$ cat config.mk
export PLATFORM = sky130hd
export DESIGN_NAME = fanrb_top
export DESIGN_NICKNAME = d
export VERILOG_FILES = /design/src/hw/fanrb_pkg.sv /design/src/hw/fanrb_top.sv
export VERILOG_INCLUDE_DIRS = /design/src /design/src/hw
export SDC_FILE = /design/constraint.sdc
export NUM_CORES = 1
export LEC_CHECK = 0
export BUFFER_PORTS_ARGS = -buffer_cell sky130_fd_sc_hd__buf_2
export CAP_MARGIN = 25
export CORE_UTILIZATION = 45
export CTS_CLUSTER_SIZE = 14
export DETAILED_ROUTE_END_ITERATION = 16
export MAX_ROUTING_LAYER = met4
export PLACE_DENSITY = 0.84
export SYNTH_ARGS = -nofsm -noshare
export SYNTH_HDL_FRONTEND = slang
export SYNTH_SLANG_ARGS = --single-unit
$ cat constraint.sdc
create_clock -name sys_clk_i -period 1.3 [get_ports sys_clk_i]
set_input_delay 0 -clock sys_clk_i [delete_from_list [all_inputs] [get_ports sys_clk_i]]
set_output_delay 0 -clock sys_clk_i [all_outputs]
set_load 0.03 [all_outputs]
$ cat src/hw/fanrb_defs.svh
// Register offsets, field positions, reset values of the fiber negotiation register bank
`ifndef FANRB_DEFS_SVH
`define FANRB_DEFS_SVH
`define FANRB_IDX_ADV        12'hc04
`define FANRB_IDX_PARTNER    12'hc05
`define FANRB_IDX_EXP        12'hc06
`define FANRB_IDX_LOCNP      12'hc07
`define FANRB_IDX_PARTNER_NP 12'hc08
`define FANRB_IDX_IDENT      12'hc03
`define FANRB_RST_ADV        16'h0020
`define FANRB_RST_LOCNP      16'h2001
`define FANRB_ADV_WMASK      16'hb1e0
`define FANRB_LOCNP_WMASK    16'hb7ff
`define FANRB_BIT_MORE       15
`define FANRB_BIT_TOGGLE     11
`define FANRB_EXP_PARTNER_NP 3
`define FANRB_EXP_LOCAL_NP   2
`define FANRB_EXP_NEW_PAGE   1
`define FANRB_EXP_PARTNER_AN 0
`endif

$ cat src/hw/fanrb_pkg.sv
// Types shared by the fiber negotiation register bank
package fanrb_pkg;
  typedef logic [15:0] fanrb_word_t;
  typedef logic [31:0] fanrb_bus_t;
endpackage

$ cat src/hw/fanrb_top.sv
// Fiber auto-negotiation management register bank with APB slave
// Behaviour
// - Bit 15 advertises next pages; bit 14 zero
// - Bits 13-12 carry the local fault code
// - Bit 8 advertises asymmetric pause
// - Bit 7 advertises symmetric pause
// - Bits 6,5 duplex; reset value 0020h
// - Partner bit 15 shows partner next-page ability
// - Partner bit 14 shows partner acknowledge
// - Partner bits 13-12 show partner fault code
// - Partner bits 8,7 show partner pause abilities
// - Partner bits 6,5 show partner duplex abilities
// - Exp bit 3 set by base page next-page
// - Exp bit 2 is one in fiber mode
// - Exp bit 1 latches pages, read clears
// - Exp bit 0 set on base page
// - Next-page bit 15 marks more pages
// - Bit 13 message kind, reset one; 14 reserved
// - Bit 12 software comply flag
// - Bit 11 toggles against last transmitted
// - Bits 10-0 message code; reset 2001h
// - Identifier word read-only with three fields
//
// The APB interface to the registers is this design's own decision.
`timescale 1ns/1ps
`include "fanrb_defs.svh"

module fanrb_top #(
  parameter logic [5:0] VENDOR_ID_LOW_BITS = 6'h15,  // Arbitrary value
  parameter logic [5:0] MODEL_CODE         = 6'h2a,  // Arbitrary value
  parameter logic [3:0] REVISION_CODE      = 4'h3    // Arbitrary value
) (
  input  wire logic               sys_clk_i,
  input  wire logic               nrst_i,
  input  wire logic               psel_i,
  input  wire logic               penable_i,
  input  wire logic               pwrite_i,
  input  wire logic [15:0]        paddr_i,
  input  wire fanrb_pkg::fanrb_bus_t pwdata_i,
  output fanrb_pkg::fanrb_bus_t   prdata_o,
  output logic                    pready_o,
  output logic                    pslverr_o,
  input  wire logic               fiber_mode_i,
  input  wire logic               base_page_rx_i,
  input  wire logic               next_page_rx_i,
  input  wire fanrb_pkg::fanrb_word_t rx_page_i,
  input  wire logic               negotiation_start_state_i,
  input  wire logic               np_sent_i,
  output fanrb_pkg::fanrb_word_t  tx_base_page_o,
  output fanrb_pkg::fanrb_word_t  tx_next_page_o
);
  import fanrb_pkg::*;

  fanrb_word_t adv;
  fanrb_word_t partner;
  fanrb_word_t partner_np;
  logic [3:0]  exp_flags;
  fanrb_word_t locnp;
  logic        tx_alternation_bit;
  fanrb_word_t exp_word;
  fanrb_word_t ident;
  fanrb_word_t next_rdata;
  logic        hit;
  logic        wr_en;
  logic        rd_en;
  logic [11:0] idx;

  // Word-aligned APB decode; index is byte address over four
  assign idx   = paddr_i[13:2];
  assign wr_en = psel_i && penable_i && pwrite_i;
  assign rd_en = psel_i && penable_i && !pwrite_i;
  assign pready_o = 1'b1;  // Zero wait states keep the flag timing simple

  // Identifier fields are fixed parameters
  assign ident = {VENDOR_ID_LOW_BITS, MODEL_CODE, REVISION_CODE};

  // Local fiber mode advertises next-page ability, SGMII does not
  assign exp_word = {12'h000, exp_flags[3], fiber_mode_i, exp_flags[1:0]};

  // Advertisement: only writable bits update, bit 14 and reserved stay zero
  always_ff @(posedge sys_clk_i or negedge nrst_i)
  begin
    if (!nrst_i)
      adv <= `FANRB_RST_ADV;
    else if (wr_en && idx == `FANRB_IDX_ADV)
      adv <= pwdata_i[15:0] & `FANRB_ADV_WMASK;
  end

  // Base page sent to the partner mirrors the advertisement word
  assign tx_base_page_o = adv;

  // Partner ability captured from each received base page
  always_ff @(posedge sys_clk_i or negedge nrst_i)
  begin
    if (!nrst_i)
      partner <= 16'h0000;
    else if (base_page_rx_i)
      partner <= rx_page_i & 16'hf1e0;
  end

  // Partner next page captured for reference readback
  always_ff @(posedge sys_clk_i or negedge nrst_i)
  begin
    if (!nrst_i)
      partner_np <= 16'h0000;
    else if (next_page_rx_i)
      partner_np <= rx_page_i;
  end

  // Expansion flags; a new page in the read cycle wins over the clear
  always_ff @(posedge sys_clk_i or negedge nrst_i)
  begin
    if (!nrst_i)
      exp_flags <= 4'h0;
    else
    begin
      if (negotiation_start_state_i)
      begin
        exp_flags[`FANRB_EXP_PARTNER_NP] <= 1'b0;
        exp_flags[`FANRB_EXP_PARTNER_AN] <= 1'b0;
      end
      if (base_page_rx_i && rx_page_i[`FANRB_BIT_MORE])
        exp_flags[`FANRB_EXP_PARTNER_NP] <= 1'b1;
      if (base_page_rx_i)
        exp_flags[`FANRB_EXP_PARTNER_AN] <= 1'b1;
      if (base_page_rx_i || next_page_rx_i)
        exp_flags[`FANRB_EXP_NEW_PAGE] <= 1'b1;
      else if (rd_en && idx == `FANRB_IDX_EXP)
        exp_flags[`FANRB_EXP_NEW_PAGE] <= 1'b0;
      exp_flags[`FANRB_EXP_LOCAL_NP] <= 1'b0;
    end
  end

  // Local next page: writable fields only, toggle is hardware owned
  always_ff @(posedge sys_clk_i or negedge nrst_i)
  begin
    if (!nrst_i)
      locnp <= `FANRB_RST_LOCNP & `FANRB_LOCNP_WMASK;
    else if (wr_en && idx == `FANRB_IDX_LOCNP)
      locnp <= pwdata_i[15:0] & `FANRB_LOCNP_WMASK;
  end

  // Toggle flips each time a next page leaves, so it complements the last one sent
  always_ff @(posedge sys_clk_i or negedge nrst_i)
  begin
    if (!nrst_i)
      tx_alternation_bit <= 1'b0;
    else if (np_sent_i)
      tx_alternation_bit <= ~tx_alternation_bit;
  end

  // Transmitted next page word
  always_comb
  begin
    tx_next_page_o = locnp;
    tx_next_page_o[`FANRB_BIT_TOGGLE] = tx_alternation_bit;
  end

  // Read mux; unmapped indexes read zero and flag an error
  always_comb
  begin
    next_rdata = 16'h0000;
    hit = 1'b1;
    unique case (idx)
      `FANRB_IDX_IDENT:      next_rdata = ident;
      `FANRB_IDX_ADV:        next_rdata = adv;
      `FANRB_IDX_PARTNER:    next_rdata = partner;
      `FANRB_IDX_EXP:        next_rdata = exp_word;
      `FANRB_IDX_LOCNP:      next_rdata = tx_next_page_o;
      `FANRB_IDX_PARTNER_NP: next_rdata = partner_np;
      default:               hit = 1'b0;
    endcase
  end

  // Read data is registered-free combinational word in the access phase
  assign prdata_o  = {16'h0000, next_rdata};
  assign pslverr_o = psel_i && penable_i && (!hit || (pwrite_i && idx != `FANRB_IDX_ADV && idx != `FANRB_IDX_LOCNP));

  // Checks
  chk_adv_bit14: assert property (@(posedge sys_clk_i) disable iff (!nrst_i)
    !adv[14] && adv[4:0] == 5'h00) else $error("adv reserved bits set");
  chk_adv_write: assert property (@(posedge sys_clk_i) disable iff (!nrst_i)
    wr_en && idx == `FANRB_IDX_ADV |=> adv == ($past(pwdata_i[15:0]) & 16'hb1e0))
    else $error("adv write lost");
  chk_partner_cap: assert property (@(posedge sys_clk_i) disable iff (!nrst_i)
    base_page_rx_i |=> partner[15:12] == $past(rx_page_i[15:12]) && partner[8:5] == $past(rx_page_i[8:5]))
    else $error("partner ability not captured");
  chk_exp_np: assert property (@(posedge sys_clk_i) disable iff (!nrst_i)
    base_page_rx_i && rx_page_i[15] |=> exp_flags[3]) else $error("partner np flag missed");
  chk_exp_clear: assert property (@(posedge sys_clk_i) disable iff (!nrst_i)
    negotiation_start_state_i && !base_page_rx_i |=> !exp_flags[0] && !exp_flags[3])
    else $error("start state did not clear");
  chk_page_latch: assert property (@(posedge sys_clk_i) disable iff (!nrst_i)
    next_page_rx_i |=> exp_flags[1] ##1 (exp_flags[1] || $past(rd_en))) else $error("page latch lost");
  chk_page_rdclr: assert property (@(posedge sys_clk_i) disable iff (!nrst_i)
    rd_en && idx == `FANRB_IDX_EXP && !base_page_rx_i && !next_page_rx_i |=> !exp_flags[1])
    else $error("read did not clear");
  chk_toggle: assert property (@(posedge sys_clk_i) disable iff (!nrst_i)
    np_sent_i |=> tx_next_page_o[11] != $past(tx_next_page_o[11])) else $error("toggle stuck");
  chk_locnp_ro: assert property (@(posedge sys_clk_i) disable iff (!nrst_i)
    !locnp[14] && !locnp[11]) else $error("next page read-only bits set");
  cov_base_page: cover property (@(posedge sys_clk_i) disable iff (!nrst_i) base_page_rx_i ##1 rd_en);
  cov_next_page: cover property (@(posedge sys_clk_i) disable iff (!nrst_i) next_page_rx_i ##[1:4] np_sent_i);
  cov_adv_write: cover property (@(posedge sys_clk_i) disable iff (!nrst_i) wr_en && idx == `FANRB_IDX_ADV);
endmodule // fanrb_top

==> results of run 1 <==
through the flow:
stage	hold WS (ns)	util (%)	total power [mW]
3_3_place_gp	0.00420	58.9	2.19
2_1_floorplan	-0.296	-	2.08
6_report	0.0947	70.3	3.44
3_5_place_dp	0.0126	58.9	2.21
5_1_grt	0.103	70.3	3.59
4_1_cts	0.0946	69.1	3.44
cells by family (layout without fill, tap and decap cells):
logic type / count (synthesis) / after routing / share of synthesized area [%]
flops: 49 / 49 / 47.6
mux: 44 / 44 / 20.6
buf+inv: 41 / 156 / 10.7
compound gates: 36 / 36 / 10.8
simple gates: 34 / 34 / 9.60
other cells: 2 / 27 / 0.291
xor+xnor: 1 / 1 / 0.339
power by group through the flow:
stage | logic [mW] | clock network, mW | registers (mW)
floorplan | 0.384 | 0 | 1.69
global placement | 0.485 | 0 | 1.70
detailed placement | 0.496 | 0 | 1.71
CTS | 0.585 | 1.17 | 1.68
global route | 0.647 | 1.25 | 1.70
finish | 0.605 | 1.15 | 1.69
cell usage after synthesis, types with 2 or more instances:
master,instances,area share [%]
a21o_1,2,0.58
a21oi_1,5,0.97
a221o_1,2,0.78
a222oi_1,4,1.6
a22o_1,5,1.7
a22oi_1,7,2.0
and3_1,2,0.48
buf_1,2,0.29
buf_4,28,8.1
buf_6,2,0.87
clkbuf_1,4,0.58
conb_1,2,0.29
dfrtp_1,46,45
dfstp_2,3,3.1
inv_1,4,0.58
mux2_2,34,15
mux2_4,10,5.8
nand2_1,8,1.2
nand3_1,3,0.58
nor2_1,2,0.29
nor4_1,2,0.48
o21ai_0,3,0.58
o2bb2ai_1,6,2.0
sequential cells by signal (all words and copies together) (netlist names):
| name | cells |
|---|---|
| partner | 8 |
| locnp | 14 |
| partner_np | 16 |
| tx_base_page_o | 7 |
| tx_alternation_bit | 1 |
| exp_flags | 3 |
cell type report:
type | count | area (um^2) | share of cell area [%]
multi-input cells | 142 | 1320 | 34.1
flip-flops and latches | 49 | 1230 | 31.8
clock inverters | 3 | 47.5 | 1.23
repair buffers | 144 | 1100 | 28.4
inverters | 4 | 15.0 | 0.388
clock buffers | 5 | 68.8 | 1.78
well taps | 72 | 90.1 | 2.33
per-layer routing:
| layer | vias up | track usage, % | part of all wire, % |
|---|---|---|---|
| li1 | 985 | - | - |
| met3 | 12 | 4.71 | 7.0 |
| met2 | 132 | 40.9 | 52 |
| met5 | - | - | 0 |
| met1 | 1093 | 30.7 | 40 |
| met4 | 0 | 8.87 | 1.5 |
critical path: stages:
cell	delay (ns)
buf_6	0.10
nor4_4	0.29
buf_4	0.17
nand4b_1	0.19
nor3b_4	0.27
buf_12	0.17
a21o_1	0.15
buf_6	0.14
worst paths after layout:
check | to | cells past startpoint | startpoint | slack, ns
max | prdata_o[14] | 8 | paddr_i[8] | -0.19
min | partner[15] | 2 | base_page_rx_i | 0.09
max reg2reg | exp_flags[3] | 3 | exp_flags[3] | 0.10
min reg2reg | partner_np[10] | 1 | partner_np[10] | 0.52
max in group asynchronous | locnp[0] | 3 | nrst_i | 0.76
min in group asynchronous | partner[7] | 3 | nrst_i | 0.25
what timing repair did:
action / 4_1_cts / 5_1_grt
setup endpoints to repair: 14 / 17
hold endpoints to repair: 97 / 0
resized for setup: 28 / 8
pin swaps: 7 / 3
hold buffers: 34 / 0
setup buffers: 0 / 1
==> results by stage, run 1 <==
Synthesis:
- The average size of a mapped cell is 12.5 um^2.
- In this run, distinct cell masters in the synthesized netlist total 44.
- In this run, synthesis inferred 0 flip-flops with an integrated enable.
- Among all flip-flop cells after synthesis, the most frequent one is dfrtp_1.
- The number of instances in the synthesized netlist is 207.
- For this run, the number of Yosys warnings is 0.
- After synthesis, flip-flops and latches occupy 47.6% of the total area.
- The post-synthesis async set-or-reset flop share is 100%.
- The synthesized design contains 49 register bits.
- The synthesized netlist occupies a cell area of 2580 um^2.

Global route:
- The number of global-route vias before repair came to 2,174.
- The leftover overflow at the end of global routing is 0.
- The maximum number of pins on one net before global-route repair is 50.
- The initial antenna violation count is 0.
- The total routing usage reported by global routing is 24.9%.
- The wire length of the first global-routing pass is 11,100 um.

Finish:
- After the last flow step, the layout net total stands at 420.
- The share of layout cells above drive strength 1 is 53.9%.
- The most common cell after layout, fill and taps aside is buf_2.
- The post-layout instance area is 3870 um^2.
- The number of filler instances in the final layout is 357.
- Relative to the synthesized area, the layout overhead comes to 50.0%.
- The count of cells in the finished layout, fillers not included, comes to 419.
- In the layout the commonest cells are 73 x buf_2, 46 x dfrtp_1, 34 x dlygate4sd3_1.
- The number of antenna repair diodes is 0.

Routing:
- The DRC marker count from the first detailed-route iteration is 87.
- The via density per instance is 5.30.
- After detailed routing, the average wire length per cell comes to 17.7 um.
- Detailed routing inserted a total of 2,222 vias.
- The count of antenna-violating nets left after detailed routing is 0.
- The length of the first detailed-routing pass in iterations is 5.
- After detailed routing, the total wire length is 7440 um.
- After detailed routing, the number of remaining DRC violations is 0.

Pwr:
- Summed over all cells, the static leakage comes to 1.93 nW.
- For this design the total switching power over the nets is 0.963 mW.
- The total internal power is 2.48 mW.
- The share of total power in combinational logic is 17.6%.
- The switching part of the total power is 28.0%.
- The maximum VDD drop is 623 uV.
- The power share of the sequential group is 49.1%.
- The portion of total power attributed to the clock network is 33.3%.
- In this run the power density over the cells is 889 nW/um^2.

CTS:
- The number of CTS-inserted buffers is 5.
- The maximum clock path buffer count is 2.
- The later-pin clock latency in the skew report is 0.31 ns.
- The clock tree from TritonCTS is done.
- In this run the number of H-tree levels came out at 2.
- The tree is rooted in a clkbuf_8.
- The number of sinks handled by clock tree synthesis is 49.
- Clock-pin slew was measured on the worst setup and hold paths at 0.09 ns.

Place:
- Detailed placement ended at an HPWL of 4630 um.
- The worst setup slack before clock tree synthesis is -0.237 ns.
- Once placement finished, the instance area stood at 3240 um^2.
- The number of port buffers is 90.
- After detailed placement, the design holds a cell count of 376.
- The final weighted congestion in routability-driven placement is 0.786.

Floorplan:
- The die span in y is 77.7 um.
- After floorplanning, the core was divided into 27 placement rows.
- For this configuration, the core starts out at a cell density of 46.9%.
- The die covers 6040 um^2.
- The placeable core region is 5510 um^2.
- Measured along the x axis, the die boundary spans 77.7 um.
- The count of pins on the block boundary is 140.

Timing:
- The minimum setup slack in the final design is -0.191 ns.
- The share of the cycle needed by the critical path after routing is 115%.
- Subtracting the final worst setup slack from the clock period gives 1.49 ns.
- The final count of negative-setup-slack endpoints is 14.
- Setup repair after global routing could not meet its margin everywhere.
- The max-slew violation count is 0.
- The final hold violation count is 0.
- Clock skew on the completed layout was measured at 0 ns.
- Timing would allow up to 671 MHz.
- Setup total negative slack on the finished layout was measured at -2.16 ns.

Critical path:
- For the worst setup path, the data arrival time is 1.49 ns.
- STA classifies the critical path startpoint as an input port.
- Along the worst path, the maximum fanout reaches 8.
- The worst setup path is captured at an output port.
- The critical path is of the input port to output port type.
- The required time at the worst-slack endpoint is 1.30 ns.

Flow run:
- The tool flagged a number of max-cap violations equal to 0.

Status:
- The final reports fail on negative setup slack.
- The flow ran to the end, but the final reports show violations.

Min path:
- The worst hold path belongs to the class input port to register.
Note: power is estimated with default switching activity, not from simulation.
==> run 2, diff against run 1 <==
--- a/config.mk
+++ b/config.mk
@@ -8,6 +8,7 @@
 export LEC_CHECK = 0
 export BUFFER_PORTS_ARGS = -buffer_cell sky130_fd_sc_hd__buf_2
 export CAP_MARGIN = 25
+export CORE_ASPECT_RATIO = 0.6
 export CORE_UTILIZATION = 45
 export CTS_CLUSTER_SIZE = 14
 export DETAILED_ROUTE_END_ITERATION = 16
==> run 2 against run 1 <==
Compared with the run above:
- via count barely moved
- the flow still finishes with violations (negative setup slack)
- first-iteration DRC count shrank 11%
- non-clock buffer count rose by 14
- die area increased by 0.17%
- power down 4.6%
- clock power shrank 15%
==> results by stage, run 2 (synthesized netlist as in run 1, its figures left out) <==
Status:
- The flow ran to the end, but the final reports show violations.
- The final reports fail on negative setup slack.

CTS:
- CTS placed an instance of clkbuf_8 at the clock tree root.
- The clock transition at the registers of the reported paths is 0.10 ns.
- The tree built by TritonCTS fans out to 49 sinks.
- TritonCTS built the clock tree.
- In this run, CTS created clock tree buffers numbering 5.
- The clock reaches the later pin of the worst-skew pair after 0.31 ns.
- The maximum clock path buffer count is 2.
- The H-tree generated during clock tree synthesis spans 2 levels.

Critical path:
- The critical path starts at locnp[6].
- STA classifies the critical path startpoint as a register.
- The startpoint identified for the worst register-to-register timing path is exp_flags[3].
- The critical setup path kind is register to output port.
- The worst setup path is captured at an output port.
- The arrival time at the worst endpoint is 1.46 ns.
- Along the worst path, the maximum fanout reaches 2.
- The required time at the worst-slack endpoint is 1.30 ns.

Finish:
- The most common cell after layout, fill and taps aside is buf_2.
- The layout-stage area growth over the synthesis result is 57.9%.
- For this run, the number of standard cells in the final layout without fillers is 438.
- The number of antenna diodes in the final layout is 0.
- The number of flip-flops in the largest register is 16.
- The fraction of the core area covered by cells at the end of the flow is 77.2%.
- More flip-flops sit in one register than any other, and that register is partner_np.
- In the final layout, the registers with the most flip-flops are partner_np (16), locnp (14), partner (8).
- In the layout the commonest cells are 69 x buf_2, 46 x dfrtp_1, 34 x dlygate4sd3_1.
- The number of filler instances in the final layout is 346.
- In the final layout, the share of cells above drive strength 1 is 57.1%.
- The net count of the finished layout is 434.

Pwr:
- The analysis attributes to net switching a power of 0.950 mW.
- Of the total power, the share spent switching nets is 29.0%.
- Registers are responsible for 51.4% of the overall power.
- The share of total power in combinational logic is 18.9%.
- Per report_power, the clock group accounts for 29.6% of the total.
- The total internal power is 2.33 mW.
- The analysis attributes to cell leakage a power of 2.01 nW.
- The power density over the cells is 805 nW/um^2.
- Overall power consumption after layout is estimated at 3.28 mW.
- The maximum VDD drop is 455 uV.

Min path:
- The kind of path behind the tightest hold check is input port to register.
- In this run the most critical hold path is launched from base_page_rx_i.

Timing:
- After layout, the worst setup slack is -0.160 ns.
- Setup repair after global routing could not meet its margin everywhere.
- For this run, the top clock speed supported by timing is 685 MHz.
- The clock tree skew after final layout is 0 ns.
- The post-layout minimum cycle time is 1.46 ns.
- The post-route setup TNS is -1.41 ns.
- The share of the cycle needed by the critical path after routing is 112%.
- The final hold violation count is 0.
- The final-layout worst hold slack is 0.101 ns.
- The max-slew violation count is 0.
- Setup violations remaining at the end of the flow were counted as 14.

Place:
- Buffers placed on the I/O ports in this run total 90.
- The number of cells after detailed placement is 384.
- The final weighted congestion in routability-driven placement is 0.830.
- The total half-perimeter wirelength after legalization and detailed placement is 4900 um.

Global route:
- The wire length of the first global-routing pass is 11,400 um.
- The total routing usage reported by global routing is 26.5%.
- The leftover overflow at the end of global routing is 0.
- Entering global routing, the biggest net connects 22 pins.
- The initial antenna violation count is 0.
- The number of global-route vias before repair came to 2,239.

Floorplan:
- From left edge to right edge, the die measures 99.8 um.
- After floorplanning, the core was divided into 20 placement rows.
- The placeable core region is 5280 um^2.
- For this design the top-level I/O count stands at 140.
- The initial core utilization is 48.9%.
- The die span in y is 60.7 um.
- The floorplan step defined a die boundary enclosing 6050 um^2.

Routing:
- The first routing iteration left 77 violations.
- In this run the remaining antenna-violating nets after routing total 0.
- Dividing the detail-routed wire length by the instance count gives 17.8 um.
- The via density per instance is 5.08.
- The total number of vias is 2,224.
- The length of the first detailed-routing pass in iterations is 4.
- For this run, design rule violations remaining after detail routing come to 0.
- For this block, the routed nets add up to 7800 um of wire.

Flow run:
- The tool flagged a number of max-cap violations equal to 0.
## run 2: cell types whose count changed in the layout (fill, tap and decap cells not counted), sizes merged
cell / delta
buf: +13
clkbuf: +2
clkinv: +2
inv: -2
bufinv: -1
## run 2: per-stage QoR
stage / instance area [um^2] / setup slack (ns)
finish: 4080 / -0.160
global route: 4080 / -0.218
global placement: 3270 / -0.204
floorplan: 2790 / -0.0317
detailed placement: 3270 / -0.211
CTS: 3930 / -0.139
## run 2: cell type report
class / instances / area, um^2 / area share, %
Sequential cell: 49 / 1230 / 30.2
Timing Repair Buffer: 158 / 1260 / 30.9
Clock inverter: 2 / 13.8 / 0.338
Multi-Input combinational cell: 142 / 1380 / 33.8
Inverter: 4 / 15.0 / 0.368
Tap cell: 77 / 96.3 / 2.36
Clock buffer: 6 / 82.6 / 2.03
## run 2: power groups by stage
stage / Sequential [mW] / Combinational [mW] / Clock [mW]
floorplan: 1.69 / 0.384 / 0
global placement: 1.70 / 0.490 / 0
detailed placement: 1.71 / 0.501 / 0
CTS: 1.68 / 0.599 / 0.979
global route: 1.70 / 0.663 / 1.05
finish: 1.69 / 0.622 / 0.973
## run 2: final timing paths
check / end / slack, ns / depth (start not counted)
min: partner[15] / 0.10 / 2
min in group asynchronous: tx_base_page_o[13] / 0.18 / 2
max: prdata_o[6] / -0.16 / 3
min reg2reg: tx_alternation_bit / 0.50 / 1
max in group asynchronous: tx_base_page_o[5] / 0.55 / 3
max reg2reg: exp_flags[3] / 0.12 / 3
## run 2: what timing repair did
action / CTS / global route
cloned: 0 / 1
hold buffers: 34 / 0
endpoints found under the setup margin: 16 / 17
gates resized for setup: 41 / 18
endpoints found under the hold margin: 66 / 0
buffers inserted: 6 / 5
pin swaps: 13 / 7
## run 2: metal layers
| metal | global-route usage (%) | vias up | share of wire (%) |
|---|---|---|---|
| met1 | 34.0 | 1104 | 45 |
| met5 | - | - | 0 |
| met2 | 42.6 | 93 | 48 |
| met3 | 5.76 | 13 | 6.2 |
| met4 | 8.61 | 0 | 1.3 |
| li1 | - | 1014 | - |
## run 2: worst max-delay path, cell delays in order (launching register included)
cell and delay, ns:
dfrtp_1 0.40, a222oi_1 0.50, o2bb2ai_4 0.10, buf_6 0.15
==> run 3, diff against run 2 <==
--- a/config.mk
+++ b/config.mk
@@ -7,13 +7,12 @@
 export NUM_CORES = 1
 export LEC_CHECK = 0
 export BUFFER_PORTS_ARGS = -buffer_cell sky130_fd_sc_hd__buf_2
-export CAP_MARGIN = 25
 export CORE_ASPECT_RATIO = 0.6
-export CORE_UTILIZATION = 45
+export CORE_UTILIZATION = 40
 export CTS_CLUSTER_SIZE = 14
 export DETAILED_ROUTE_END_ITERATION = 16
 export MAX_ROUTING_LAYER = met4
-export PLACE_DENSITY = 0.84
+export PLACE_DENSITY = 0.79
 export SYNTH_ARGS = -nofsm -noshare
 export SYNTH_HDL_FRONTEND = slang
 export SYNTH_SLANG_ARGS = --single-unit
==> constraint.sdc (replaced) <==
create_clock -name sys_clk_i -period 1.2 [get_ports sys_clk_i]
set_input_delay 0 -clock sys_clk_i [delete_from_list [all_inputs] [get_ports sys_clk_i]]
set_output_delay 0 -clock sys_clk_i [all_outputs]
set_load 0.03 [all_outputs]
==> run 3 against run 2 <==
Compared with the run above:
- the run still ends with negative setup slack left
- hold slack gained 0.00051 ns
- register-to-register slack gained 0.18 ns
- count of clock-buffer cells in the layout grew 1
- worst setup slack lost 0.11 ns
- sequential power grew 8%
- global-route usage shrank 2.0 points
- largest power group unchanged
==> results by stage, run 3 (synthesized netlist as in run 1, its figures left out) <==
Routing:
- The DRC violation count after routing is 0.
- Across all layers, the routed design uses 2,223 vias.
- The amount of wire on met2 after detailed routing is 3440 um.
- Summed over all nets, wire length on met3 after detailed routing comes to 438 um.
- The average wire length per cell after detail routing is 17.0 um.
- The length of the first detailed-routing pass in iterations is 4.
- The detailed router finished its first iteration with 85 violations.
- The via density per instance is 4.96.
- The detail route stage leaves a number of antenna-violating nets equal to 0.
- After detailed routing, the total wire length is 7640 um.
- For this block, wires on met1 add up to 3690 um.
- After detailed routing, no signal wire sits above met4.

Finish:
- Relative to the synthesized area, the layout overhead comes to 59.4%.
- The register with the most flip-flops in the layout has 16 of them.
- The number of nets in the layout is 437.
- In the final layout, the registers with the most flip-flops are partner_np (16), locnp (14), partner (8).
- In the layout the commonest cells are 67 x buf_2, 46 x dfrtp_1, 33 x dlygate4sd3_1.
- The fraction of the core area covered by cells at the end of the flow is 66.7%.
- The post-route netlist has 58.2% of its cells at a drive strength greater than 1.
- The post-layout instance area is 4120 um^2.
- Leaving out fill and tap cells, the most frequent cell in the layout is buf_2.
- Once layout is complete, the cells apart from fillers number 448.
- The register ranked first by flip-flop count is partner_np.
- The number of antenna repair diodes is 0.

Floorplan:
- Pin placement for this block handled 140 I/O pins.
- The placeable core region is 6170 um^2.
- Row generation in the floorplan step produced 22 rows.
- The die boundary width is 106 um.
- Once the floorplan was initialized, standard cells occupied 41.9% of the core.
- The die span in y is 64.2 um.
- The die area is 6790 um^2.

Pwr:
- The maximum VDD drop is 599 uV.
- The completed layout was analyzed and its total power is 3.47 mW.
- The power density over the cells is 843 nW/um^2.
- The analysis attributes to cell leakage a power of 2.04 nW.

Critical path:
- The depth of the most critical reg-to-reg path is 2.
- In this run the worst setup path begins at paddr_i[11].
- The required time at the worst-slack endpoint is 1.20 ns.
- The endpoint class of the critical path is an output port.
- In this run the critical register-to-register path is launched from locnp[10].
- At the worst endpoint, the arrival time is 1.47 ns.
- The critical setup path kind is input port to output port.
- STA classifies the critical path startpoint as an input port.
- The largest fanout of any net on the critical path is 4.

Timing:
- Setup violations remaining at the end of the flow were counted as 27.
- The routed design could run at a clock period as short as 1.47 ns.
- The timing-limited maximum frequency is 680 MHz.
- The share of the cycle needed by the critical path after routing is 123%.
- On the final layout, the worst hold slack is 0.102 ns.
- The post-route setup TNS is -3.32 ns.
- Across the routed clock network, the largest skew measured is 0 ns.
- The final hold violation count is 0.
- The minimum setup slack in the final design is -0.271 ns.
- The max-slew violation count was 0.
- Setup repair after global routing could not meet its margin everywhere.

Place:
- Once placement finished, the instance area stood at 3350 um^2.
- Before CTS, the worst setup slack after placement is -0.309 ns.
- The number of port buffers is 90.
- The number of cells after detailed placement is 397.
- The congestion estimate from routability-driven global placement came to 0.808.
- The total half-perimeter wirelength after legalization and detailed placement is 5240 um.

Global route:
- Entering global routing, the biggest net connects 50 pins.
- Global routing finished with a remaining overflow of 0.
- The initial antenna violation count is 0.
- The wire length of the first global-routing pass is 12,300 um.
- The total routing usage reported by global routing is 24.6%.
- The number of global-route vias before repair was 2,340.

CTS:
- After clock tree synthesis, the clock-pin slew on the worst setup and hold paths is 0.09 ns.
- TritonCTS built the clock tree.
- The clock reaches the later pin of the worst-skew pair after 0.30 ns.
- The clock tree synthesis step divided the H-tree into 2 levels.
- The number of sinks handled by clock tree synthesis is 49.
- Counting along the longest clock path gives a buffer depth of 2.
- The library cell used as clock root buffer is clkbuf_8.
- Counting the buffers created by CTS gives 5.

Min path:
- The worst hold path startpoint is pwrite_i.
- The kind of path behind the tightest hold check is input port to register.
- The depth of the worst hold-timing path is 3.

Status:
- The checks that failed: negative setup slack.
- The run finished, with violations left.

Flow run:
- The max-cap check violation count is 0.
run 3: cell count changes in the layout (fill, tap and decap cells not counted), moves of 2 or more:
cell and change:
a22o_1 -2, a22o_4 +2, buf_2 -2, buf_4 +2
buf_6 +5, clkbuf_1 +2
run 3: final cells by class:
type | count | area, um^2
clock buffers | 7 | 76.3
repair buffers | 161 | 1280
inverters | 4 | 15.0
fillers | 455 | 2050
clock inverters | 1 | 7.51
flip-flops and latches | 49 | 1230
multi-input cells | 142 | 1400
well taps | 84 | 105
run 3: power by group:
group / internal, mW / switching [mW] / total (mW)
logic: 0.303 / 0.365 / 0.667
clock network: 0.414 / 0.554 / 0.968
registers: 1.75 / 0.0795 / 1.83
total: 2.47 / 0.998 / 3.47
run 3: critical path, cell delays in order:
cell and delay [ns]:
buf_6 0.10, nor4bb_4 0.34, nand4b_1 0.25, nor3b_4 0.33, buf_6 0.18, o2bb2ai_4 0.12
buf_6 0.14
run 3: layer usage:
layer,up-vias,track usage (%)
li1,1017,-
met1,1103,32.4
met2,95,39.4
met3,8,5.71
met4,0,3.99
met5,-,-
run 3: worst paths after layout:
path | endpoint | slack [ns]
min in group asynchronous | locnp[10] | 0.20
min reg2reg | partner_np[2] | 0.51
max in group asynchronous | locnp[0] | 0.70
max reg2reg | locnp[10] | 0.30
min | exp_flags[1] | 0.10
max | prdata_o[15] | -0.27
run 3: timing repair:
| item | in CTS | in global routing |
|---|---|---|
| endpoints found under the hold margin | 97 | 0 |
| setup endpoints to repair | 17 | 31 |
| pin swaps | 10 | 8 |
| hold buffers | 34 | 0 |
| gates resized for setup | 57 | 11 |
| buffers inserted | 7 | 3 |
